`config.mk`:
```
export PLATFORM = sky130hd
export DESIGN_NAME = cecr_regs
export DESIGN_NICKNAME = d
export VERILOG_FILES = /design/src/shared/cecr_pkg.sv /design/src/logic/cecr_regs.sv
export SDC_FILE = /design/constraint.sdc
export NUM_CORES = 1
export LEC_CHECK = 0
export BUFFER_PORTS_ARGS = -buffer_cell sky130_fd_sc_hd__buf_4
export CORE_AREA = 2 2 275 277
export CTS_BUF_LIST = sky130_fd_sc_hd__clkbuf_2 sky130_fd_sc_hd__clkbuf_4 sky130_fd_sc_hd__clkbuf_8
export DETAILED_ROUTE_END_ITERATION = 10
export DIE_AREA = 0 0 277 279
export SYNTH_ARGS = -nofsm -noshare
export SYNTH_HDL_FRONTEND = slang
export SYNTH_SLANG_ARGS = --single-unit
export TNS_END_PERCENT = 1
```
`constraint.sdc`:
```
create_clock -name clock -period 4.75 [get_ports clock]
set_clock_uncertainty 0.2 [all_clocks]
set_input_delay 0.95 -clock clock [delete_from_list [all_inputs] [get_ports clock]]
set_output_delay 0.95 -clock clock [all_outputs]
set_load 0.005 [all_outputs]
```
`src/shared/cecr_pkg.sv`:
```
package cecr_pkg;

  // Cluster build
  localparam int          NCORE          = 4;
  localparam logic [9:0]  THREAD_CTX_M1  = 10'h002;  // Three thread contexts per core

  // Address decode: bits 15:13 pick the block, 12:0 the register
  localparam logic [2:0]  BLK_GLOBAL     = 3'h0;
  localparam logic [2:0]  BLK_LOCAL      = 3'h1;    // 0x2000-0x3fff
  localparam logic [2:0]  BLK_OTHER      = 3'h2;    // 0x4000-0x5fff
  localparam logic [12:0] OFF_ERR_CAUSE  = 13'h0048;
  localparam logic [12:0] OFF_COH        = 13'h0008;
  localparam logic [12:0] OFF_CONFIG     = 13'h0010;
  localparam logic [12:0] OFF_OTHER_SEL  = 13'h0018;
  localparam logic [12:0] OFF_BOOT_BASE  = 13'h0020;
  localparam logic [12:0] OFF_IDENT      = 13'h0028;
  localparam logic [12:0] OFF_BOOT_ALT   = 13'h0030;

  // Error cause layout
  localparam int          ERR_TYPE_LSB   = 27;
  localparam int          ERR_TYPE_W     = 5;
  localparam int          ERR_INFO_W     = 27;
  localparam logic [4:0]  ERR_NONE       = 5'h00;
  localparam logic [4:0]  ERR_CFG_WR     = 5'h01;   // Config write via cached address
  localparam logic [4:0]  ERR_CFG_RD     = 5'h02;   // Config read via cached address

  // Invalid-access detail layout (types 1-7)
  localparam int          INV_CCA_LSB    = 15;
  localparam int          INV_REGION_LSB = 12;
  localparam int          INV_CMD_LSB    = 7;
  localparam int          INV_TAG_LSB    = 3;
  localparam logic [2:0]  REGION_MEM     = 3'h0;
  localparam logic [2:0]  REGION_GCR     = 3'h1;
  localparam logic [2:0]  REGION_GIC     = 3'h2;
  localparam logic [2:0]  REGION_MMIO    = 3'h3;
  localparam logic [2:0]  REGION_CPC     = 3'h5;
  localparam logic [4:0]  CMD_LEGACY_WR  = 5'h01;
  localparam logic [4:0]  CMD_LEGACY_RD  = 5'h02;
  localparam logic [4:0]  CMD_COH_RD_OWN = 5'h08;
  localparam logic [4:0]  CMD_COH_WB     = 5'h0d;
  localparam logic [4:0]  CMD_COH_CB     = 5'h10;
  localparam logic [4:0]  CMD_COH_SYNC   = 5'h14;

  // Write-response detail (types 8-15): kind 9:8, addr flag 7
  localparam int          WR_KIND_LSB    = 8;
  localparam logic [1:0]  WR_EXOK        = 2'b01;
  localparam logic [1:0]  WR_SLVERR      = 2'b10;
  localparam logic [1:0]  WR_DECERR      = 2'b11;

  // Intervention detail (types 16-23): core c at 9+3c (resp) and 10+3c (state)
  localparam int          INTV_CORE0_LSB = 9;
  localparam logic [1:0]  COH_INVALID    = 2'h0;
  localparam logic [1:0]  COH_SHARED     = 2'h1;
  localparam logic [1:0]  COH_MODIFIED   = 2'h2;
  localparam logic [1:0]  COH_EXCLUSIVE  = 2'h3;

  // Second-level cache RAM detail (types 24-26)
  localparam int          L2_OP_LSB      = 18;
  localparam int          L2_ARRAY_LSB   = 16;
  localparam logic [1:0]  L2_ARRAY_DATA  = 2'b10;
  localparam logic [4:0]  L2_OP_RD       = 5'h0a;
  localparam logic [4:0]  L2_OP_WR       = 5'h0b;
  localparam logic [4:0]  L2_OP_HIT_WB   = 5'h1b;

  typedef struct packed {
    logic [4:0]                errType;
    logic [26:0]               errInfo;
    logic [NCORE-1:0][7:0]     coh;
    logic [NCORE-1:0][15:0]    otherSel;
    logic [NCORE-1:0][31:0]    bootBase;
    logic [NCORE-1:0][31:0]    bootAlt;
    logic [NCORE-1:0]          cohMode;
    logic                      bootLoaded;
    logic                      respValid;
    logic [31:0]               respData;
  } cecr_state_t;

endpackage

```
`src/logic/cecr_regs.sv`:
```
`timescale 1ns/1ps

module cecr_regs
  import cecr_pkg::*;
(
  input  wire logic                 clock,
  input  wire logic                 arst_n,
  input  wire logic                 reqValid,
  input  wire logic                 reqWrite,
  input  wire logic [15:0]          reqAddr,
  input  wire logic [31:0]          reqWdata,
  input  wire logic [1:0]           reqCore,
  input  wire logic                 reqCached,
  input  wire logic [2:0]           reqCca,
  input  wire logic [3:0]           reqTag,
  input  wire logic [2:0]           reqPort,
  input  wire logic                 errValid,
  input  wire logic [4:0]           errType,
  input  wire logic [26:0]          errInfo,
  input  wire logic [NCORE*32-1:0]  bootBasePins,
  input  wire logic [NCORE*32-1:0]  bootAltPins,
  output logic                      respValid,
  output logic [31:0]               respRdata,
  output logic [31:0]               errCause,
  output logic [NCORE*8-1:0]        cohEnables,
  output logic [NCORE-1:0]          cohMode,
  output logic [NCORE*32-1:0]       bootBase,
  output logic [NCORE*32-1:0]       bootAlt
);

  cecr_state_t s_r;
  cecr_state_t s_nxt;
  logic [2:0]  blk;
  logic [12:0] off;
  logic        remValid;
  logic [1:0]  remTgt;
  logic        accOk;
  logic        intErr;
  logic [26:0] intInfo;
  logic [4:0]  intType;

  // Address split and remote target lookup
  assign blk      = reqAddr[15:13];
  assign off      = reqAddr[12:0];
  assign remValid = (s_r.otherSel[reqCore] < 16'(NCORE));
  assign remTgt   = s_r.otherSel[reqCore][1:0];
  assign accOk    = reqValid && !reqCached;

  // Cached access to the register space is refused and logged
  assign intErr  = reqValid && reqCached;
  assign intType = reqWrite ? ERR_CFG_WR : ERR_CFG_RD;
  always_comb begin
    intInfo = '0;
    intInfo[INV_CCA_LSB +: 3]    = reqCca;
    intInfo[INV_REGION_LSB +: 3] = REGION_GCR;
    intInfo[INV_CMD_LSB +: 5]    = reqWrite ? CMD_LEGACY_WR : CMD_LEGACY_RD;
    intInfo[INV_TAG_LSB +: 4]    = reqTag;
    intInfo[2:0]                 = reqPort;
  end

  // Next-state logic
  always_comb begin
    logic [1:0] tgt;
    logic       tgtOk;
    logic       isCore;
    tgt         = reqCore;
    tgtOk       = 1'b1;
    isCore      = 1'b0;
    s_nxt       = s_r;
    s_nxt.respValid = 1'b0;
    s_nxt.respData  = '0;

    // Boot vectors take the pin values once, the cycle after reset release
    if (!s_r.bootLoaded) begin
      s_nxt.bootLoaded = 1'b1;
      for (int c = 0; c < NCORE; c++) begin
        s_nxt.bootBase[c] = bootBasePins[c*32 +: 32];
        s_nxt.bootAlt[c]  = bootAltPins[c*32 +: 32];
      end
    end

    // Pick the core whose register copy the access reaches
    if (blk == BLK_LOCAL) begin
      isCore = 1'b1;
    end else if (blk == BLK_OTHER) begin
      isCore = 1'b1;
      tgt    = remTgt;
      tgtOk  = remValid;
    end

    if (reqValid) begin
      s_nxt.respValid = 1'b1;
    end

    // Register reads; unmapped or refused addresses return zero
    if (accOk && !reqWrite) begin
      if (blk == BLK_GLOBAL && off == OFF_ERR_CAUSE) begin
        s_nxt.respData = {s_r.errType, s_r.errInfo};
      end else if (isCore && tgtOk) begin
        case (off)
          OFF_COH:       s_nxt.respData = {24'h000000, s_r.coh[tgt]};
          OFF_CONFIG:    s_nxt.respData = {22'h000000, THREAD_CTX_M1};
          OFF_OTHER_SEL: begin
            // Select register exists only in the local block
            if (blk == BLK_LOCAL) begin
              s_nxt.respData = {s_r.otherSel[tgt], 16'h0000};
            end
          end
          OFF_BOOT_BASE: s_nxt.respData = s_r.bootBase[tgt];
          OFF_IDENT:     s_nxt.respData = {30'h00000000, tgt};
          OFF_BOOT_ALT:  s_nxt.respData = s_r.bootAlt[tgt];
          default:       s_nxt.respData = '0;
        endcase
      end
    end

    // Register writes; read-only and unmapped offsets ignore them
    if (accOk && reqWrite) begin
      if (blk == BLK_GLOBAL && off == OFF_ERR_CAUSE) begin
        s_nxt.errType = reqWdata[ERR_TYPE_LSB +: ERR_TYPE_W];
        s_nxt.errInfo = reqWdata[ERR_INFO_W-1:0];
      end else if (isCore && tgtOk) begin
        case (off)
          OFF_COH:       s_nxt.coh[tgt] = reqWdata[7:0];
          OFF_OTHER_SEL: begin
            if (blk == BLK_LOCAL) begin
              s_nxt.otherSel[tgt] = reqWdata[31:16];
            end
          end
          OFF_BOOT_BASE: s_nxt.bootBase[tgt] = reqWdata;
          OFF_BOOT_ALT:  s_nxt.bootAlt[tgt]  = reqWdata;
          default:       s_nxt.bootLoaded    = s_nxt.bootLoaded;
        endcase
      end
    end

    // First error wins; a clearing write in the same cycle lets it in
    if (s_nxt.errType == ERR_NONE) begin
      if (intErr) begin
        s_nxt.errType = intType;
        s_nxt.errInfo = intInfo;
      end else if (errValid && errType != ERR_NONE) begin
        // Detail layouts of types 8-26 arrive packed from the detectors
        s_nxt.errType = errType;
        s_nxt.errInfo = errInfo;
      end
    end

    // Own bit of each enable field drives that core's coherent mode
    for (int c = 0; c < NCORE; c++) begin
      s_nxt.cohMode[c] = s_nxt.coh[c][c];
    end
  end

  // State register; everything resets to zero
  always_ff @(posedge clock or negedge arst_n) begin
    if (!arst_n) begin
      s_r <= '0;
    end else begin
      s_r <= s_nxt;
    end
  end

  // Outputs straight from the state flops
  assign respValid  = s_r.respValid;
  assign respRdata  = s_r.respData;
  assign errCause   = {s_r.errType, s_r.errInfo};
  assign cohEnables = s_r.coh;
  assign cohMode    = s_r.cohMode;
  assign bootBase   = s_r.bootBase;
  assign bootAlt    = s_r.bootAlt;

  // Helper: a write to the error cause register
  logic causeWr;
  assign causeWr = accOk && reqWrite && blk == BLK_GLOBAL && off == OFF_ERR_CAUSE;
endmodule // cecr_regs

```
==> results_dict.tcl <==
set metrics [dict create \
    track_usage_pct 27.2 \
    cts_sinks 418 \
    die_w_um 277 \
    relSlewSlack_pct 29.3 \
    outcome "complete, no violations" \
    pwr-share-clk_pct 37.5 \
    p_sw_mw 3.12 \
    io_pins 711 \
    internal_power_mw 7.07 \
    drt-pass1-iter-count 5 \
    rr_worst_depth 7 \
    drt-wirelength-per-cell_um 27.9 \
    grt_max_degree 94 \
    via_per_inst 5.32 \
    clk_path_buf_depth 3 \
    die_h_um 279 \
    async_flop_share_pct 100 \
    fin_hold_ws_ns 0.109 \
    rsz0062_at_grt "false" \
    cp_max_fo 64 \
    wirelength_mm 108 \
    pwr-share-comb_pct 19.6 \
    r2r_setup_slack_ns 1.31 \
    synth_edf_count 0 \
    cts_tree "done" \
    crit_chain "buf_4 -> or3b_4 -> o21ai_1 -> and2_4 -> nand3_2 -> or4_4 -> nor2_1 -> a21oi_2" \
    finalHoldViolCount 0 \
    max-cap-violations 0 \
    seqCellArea_sq_um 10500 \
    crit_start "reqAddr[13]" \
    final_antenna_net_count 0 \
    numCtsBuffers 79 \
    cpMaxStageDelayCell "or4_4" \
    ir_drop_v 0.000192 \
    cp-end-kind "register" \
    cts_root_buffer "clkbuf_8" \
    yosysWarnings 0 \
    seqPwrFrac_pct 42.9 \
    p_leak_nw 14.3 \
    synth_cell_types 63 \
    sw_frac_of_total_pct 30.6 \
    grt_pass1_vias 20500 \
    slowest_delay_ns 0.92 \
    drt-initial-drc-count 1473 \
    required_ns 5.10 \
    cts.reportedPaths.clkPinSlew_ns 0.06 \
    worst_skew_pair.late_latency_ns 0.70 \
    fmax_mhz 276 \
    critical_path_class "in2reg" \
    route.detailed.drc 0 \
    setup_viol 0 \
    gp_congestion 0.897 \
    fin_util_pct 40.4 \
    post_cts_buffers 0 \
    drive_gt1_share_pct 37.5 \
    vias 20600 \
    finalCriticalPeriod_ns 3.62 \
    start_util_pct 33.3 \
    antenna_found_initial 4 \
    cts_hold_buf 0 \
    multi_input_area_sq_um 10500 \
    slew_violations 0 \
    final_nets 3210 \
    power.total_mw 10.2 \
    io_buffers 710 \
    yosys_register_bits 418 \
    hold_path_class "in2async" \
    netlist_area_sq_um 24700 \
    critPathArrivalTime_ns 3.98 \
    worst_pin_slew_ns 1.06 \
    startpoint_type "input pin" \
    syn_inst 2545 \
    dieArea_sq_um 77300 \
    core_sq_um 74100 \
    rows 100 \
    fin_tns_setup_ns 0 \
    grt_pass1_wl_mm 153 \
    seq_area_frac_synth_pct 42.4 \
    hpwl_mm 80.2 \
    r2r-start "s_r[353]$_DFFE_PN0P_" \
    area_delta_synth_final_pct 21.3 \
    avgSynthCellArea_sq_um 9.69 \
    ctsResizeCount 0 \
    fillers 7472 \
    h-tree-depth 3 \
    worstReg2RegEnd "bootAlt[57]$_DFF_PN0_" \
    fin_crit_sh_pct 76.3 \
    powerDensity_nw_per_um2 340 \
    syn-num-nets 2899 \
    gr-total-overflow 0 \
    synthFlopType "dfrtp_1" \
]
[flip-flops by register name (all words and copies together) (netlist names)]
name / flops
respValid: 1
cohMode: 3
cohEnables: 29
errCause: 32
bootAlt: 128
s_r: 65
bootBase: 128
respRdata: 32
[synth_stat cells (20+ instances only)]
library cell	number	area share, %
mux2i_1	326	13
nand3_1	48	0.97
o22ai_1	27	0.68
buf_2	31	0.63
o21ai_0	94	1.9
clkbuf_1	97	1.5
buf_4	367	11
mux2_2	101	4.6
dfrtp_1	418	42
a32oi_1	20	0.71
buf_6	38	1.7
a21oi_1	274	5.6
nand2_1	291	4.4
a221oi_1	35	1.2
nor2_1	196	3.0
[cells by family after synthesis]
logic type	synth area share, %
DFF	42.4
AOI/OAI and AO/OA	12.4
and+or+nand+nor	11.2
other	0.0152
buffers and inverters	15.3
muxes	18.6
[placed cells by master (no fill, tap or decap), types with 20 or more instances in the layout]
cell and n:
clkbuf_8 97, o22ai_1 27, nand2_1 290, dfrtp_1 417
clkbuf_4 25, mux2_2 101, a21oi_1 274, buf_4 762
mux2i_1 326, nand3_1 48, nor2_1 195, o21ai_0 94
a221oi_1 35, a32oi_1 20
[final cells by class]
type,instances,area share (%)
diodes,2,0.0167
multi-input cells,1573,35.0
clock inverters,13,0.468
clock buffers,122,5.09
repair buffers,781,20.4
inverters,3,0.0376
well taps,969,4.05
flip-flops and latches,418,35.0
[critical path, delay by kind of cell]
| family | cells | cell delay (ns) |
|---|---|---|
| AND/OR/NAND/NOR | 5 | 2.37 |
| AO/OA/AOI/OAI | 2 | 0.34 |
| buffers and inverters | 1 | 0.15 |
[power by group through the flow]
stage	combinational, mW	sequential, mW	clock [mW]
after detailed placement	2.01	4.43	0
final	2.00	4.37	3.82
after floorplan	1.31	4.18	0
after global routing	2.15	4.40	4.06
after global placement	1.98	4.43	0
after CTS	2.01	4.37	3.91
[worst max-delay path by stage]
| stage | to | slack [ns] | cells past startpoint |
|---|---|---|---|
| after CTS | bootAlt[113]$_DFF_PN0_ | 1.23 | 8 |
| after floorplan | s_r[331]$_DFFE_PN0P_ | 1.51 | 7 |
| after global routing | bootAlt[109]$_DFF_PN0_ | 1.04 | 8 |
| after detailed placement | bootAlt[119]$_DFF_PN0_ | 0.49 | 8 |
| final | bootAlt[57]$_DFF_PN0_ | 1.13 | 8 |
| after global placement | respRdata[12]$_DFF_PN0_ | 0.54 | 9 |
[routing by layer]
layer  share of wire, %  vias to the layer above  global-route usage (%)
li1                   -                     9195                       -
met1                 39                    10300                    31.8
met2                 51                      903                    49.1
met3                6.1                      199                    5.44
met4                3.9                        2                    10.2
met5              0.015                        -                       0
[stage by stage]
| step | area [sq um] | setup slack, ns | instances |
|---|---|---|---|
| floorplan | 24700 | 1.51 | 2545 |
| global placement | 28300 | 0.544 | 3744 |
| detailed placement | 28300 | 0.492 | 3744 |
| CTS | 29900 | 1.23 | 3879 |
| global route | 29900 | 1.04 | 3880 |
| finish | 29900 | 1.13 | 3881 |
No activity file was read; power rests on OpenSTA's default activity.
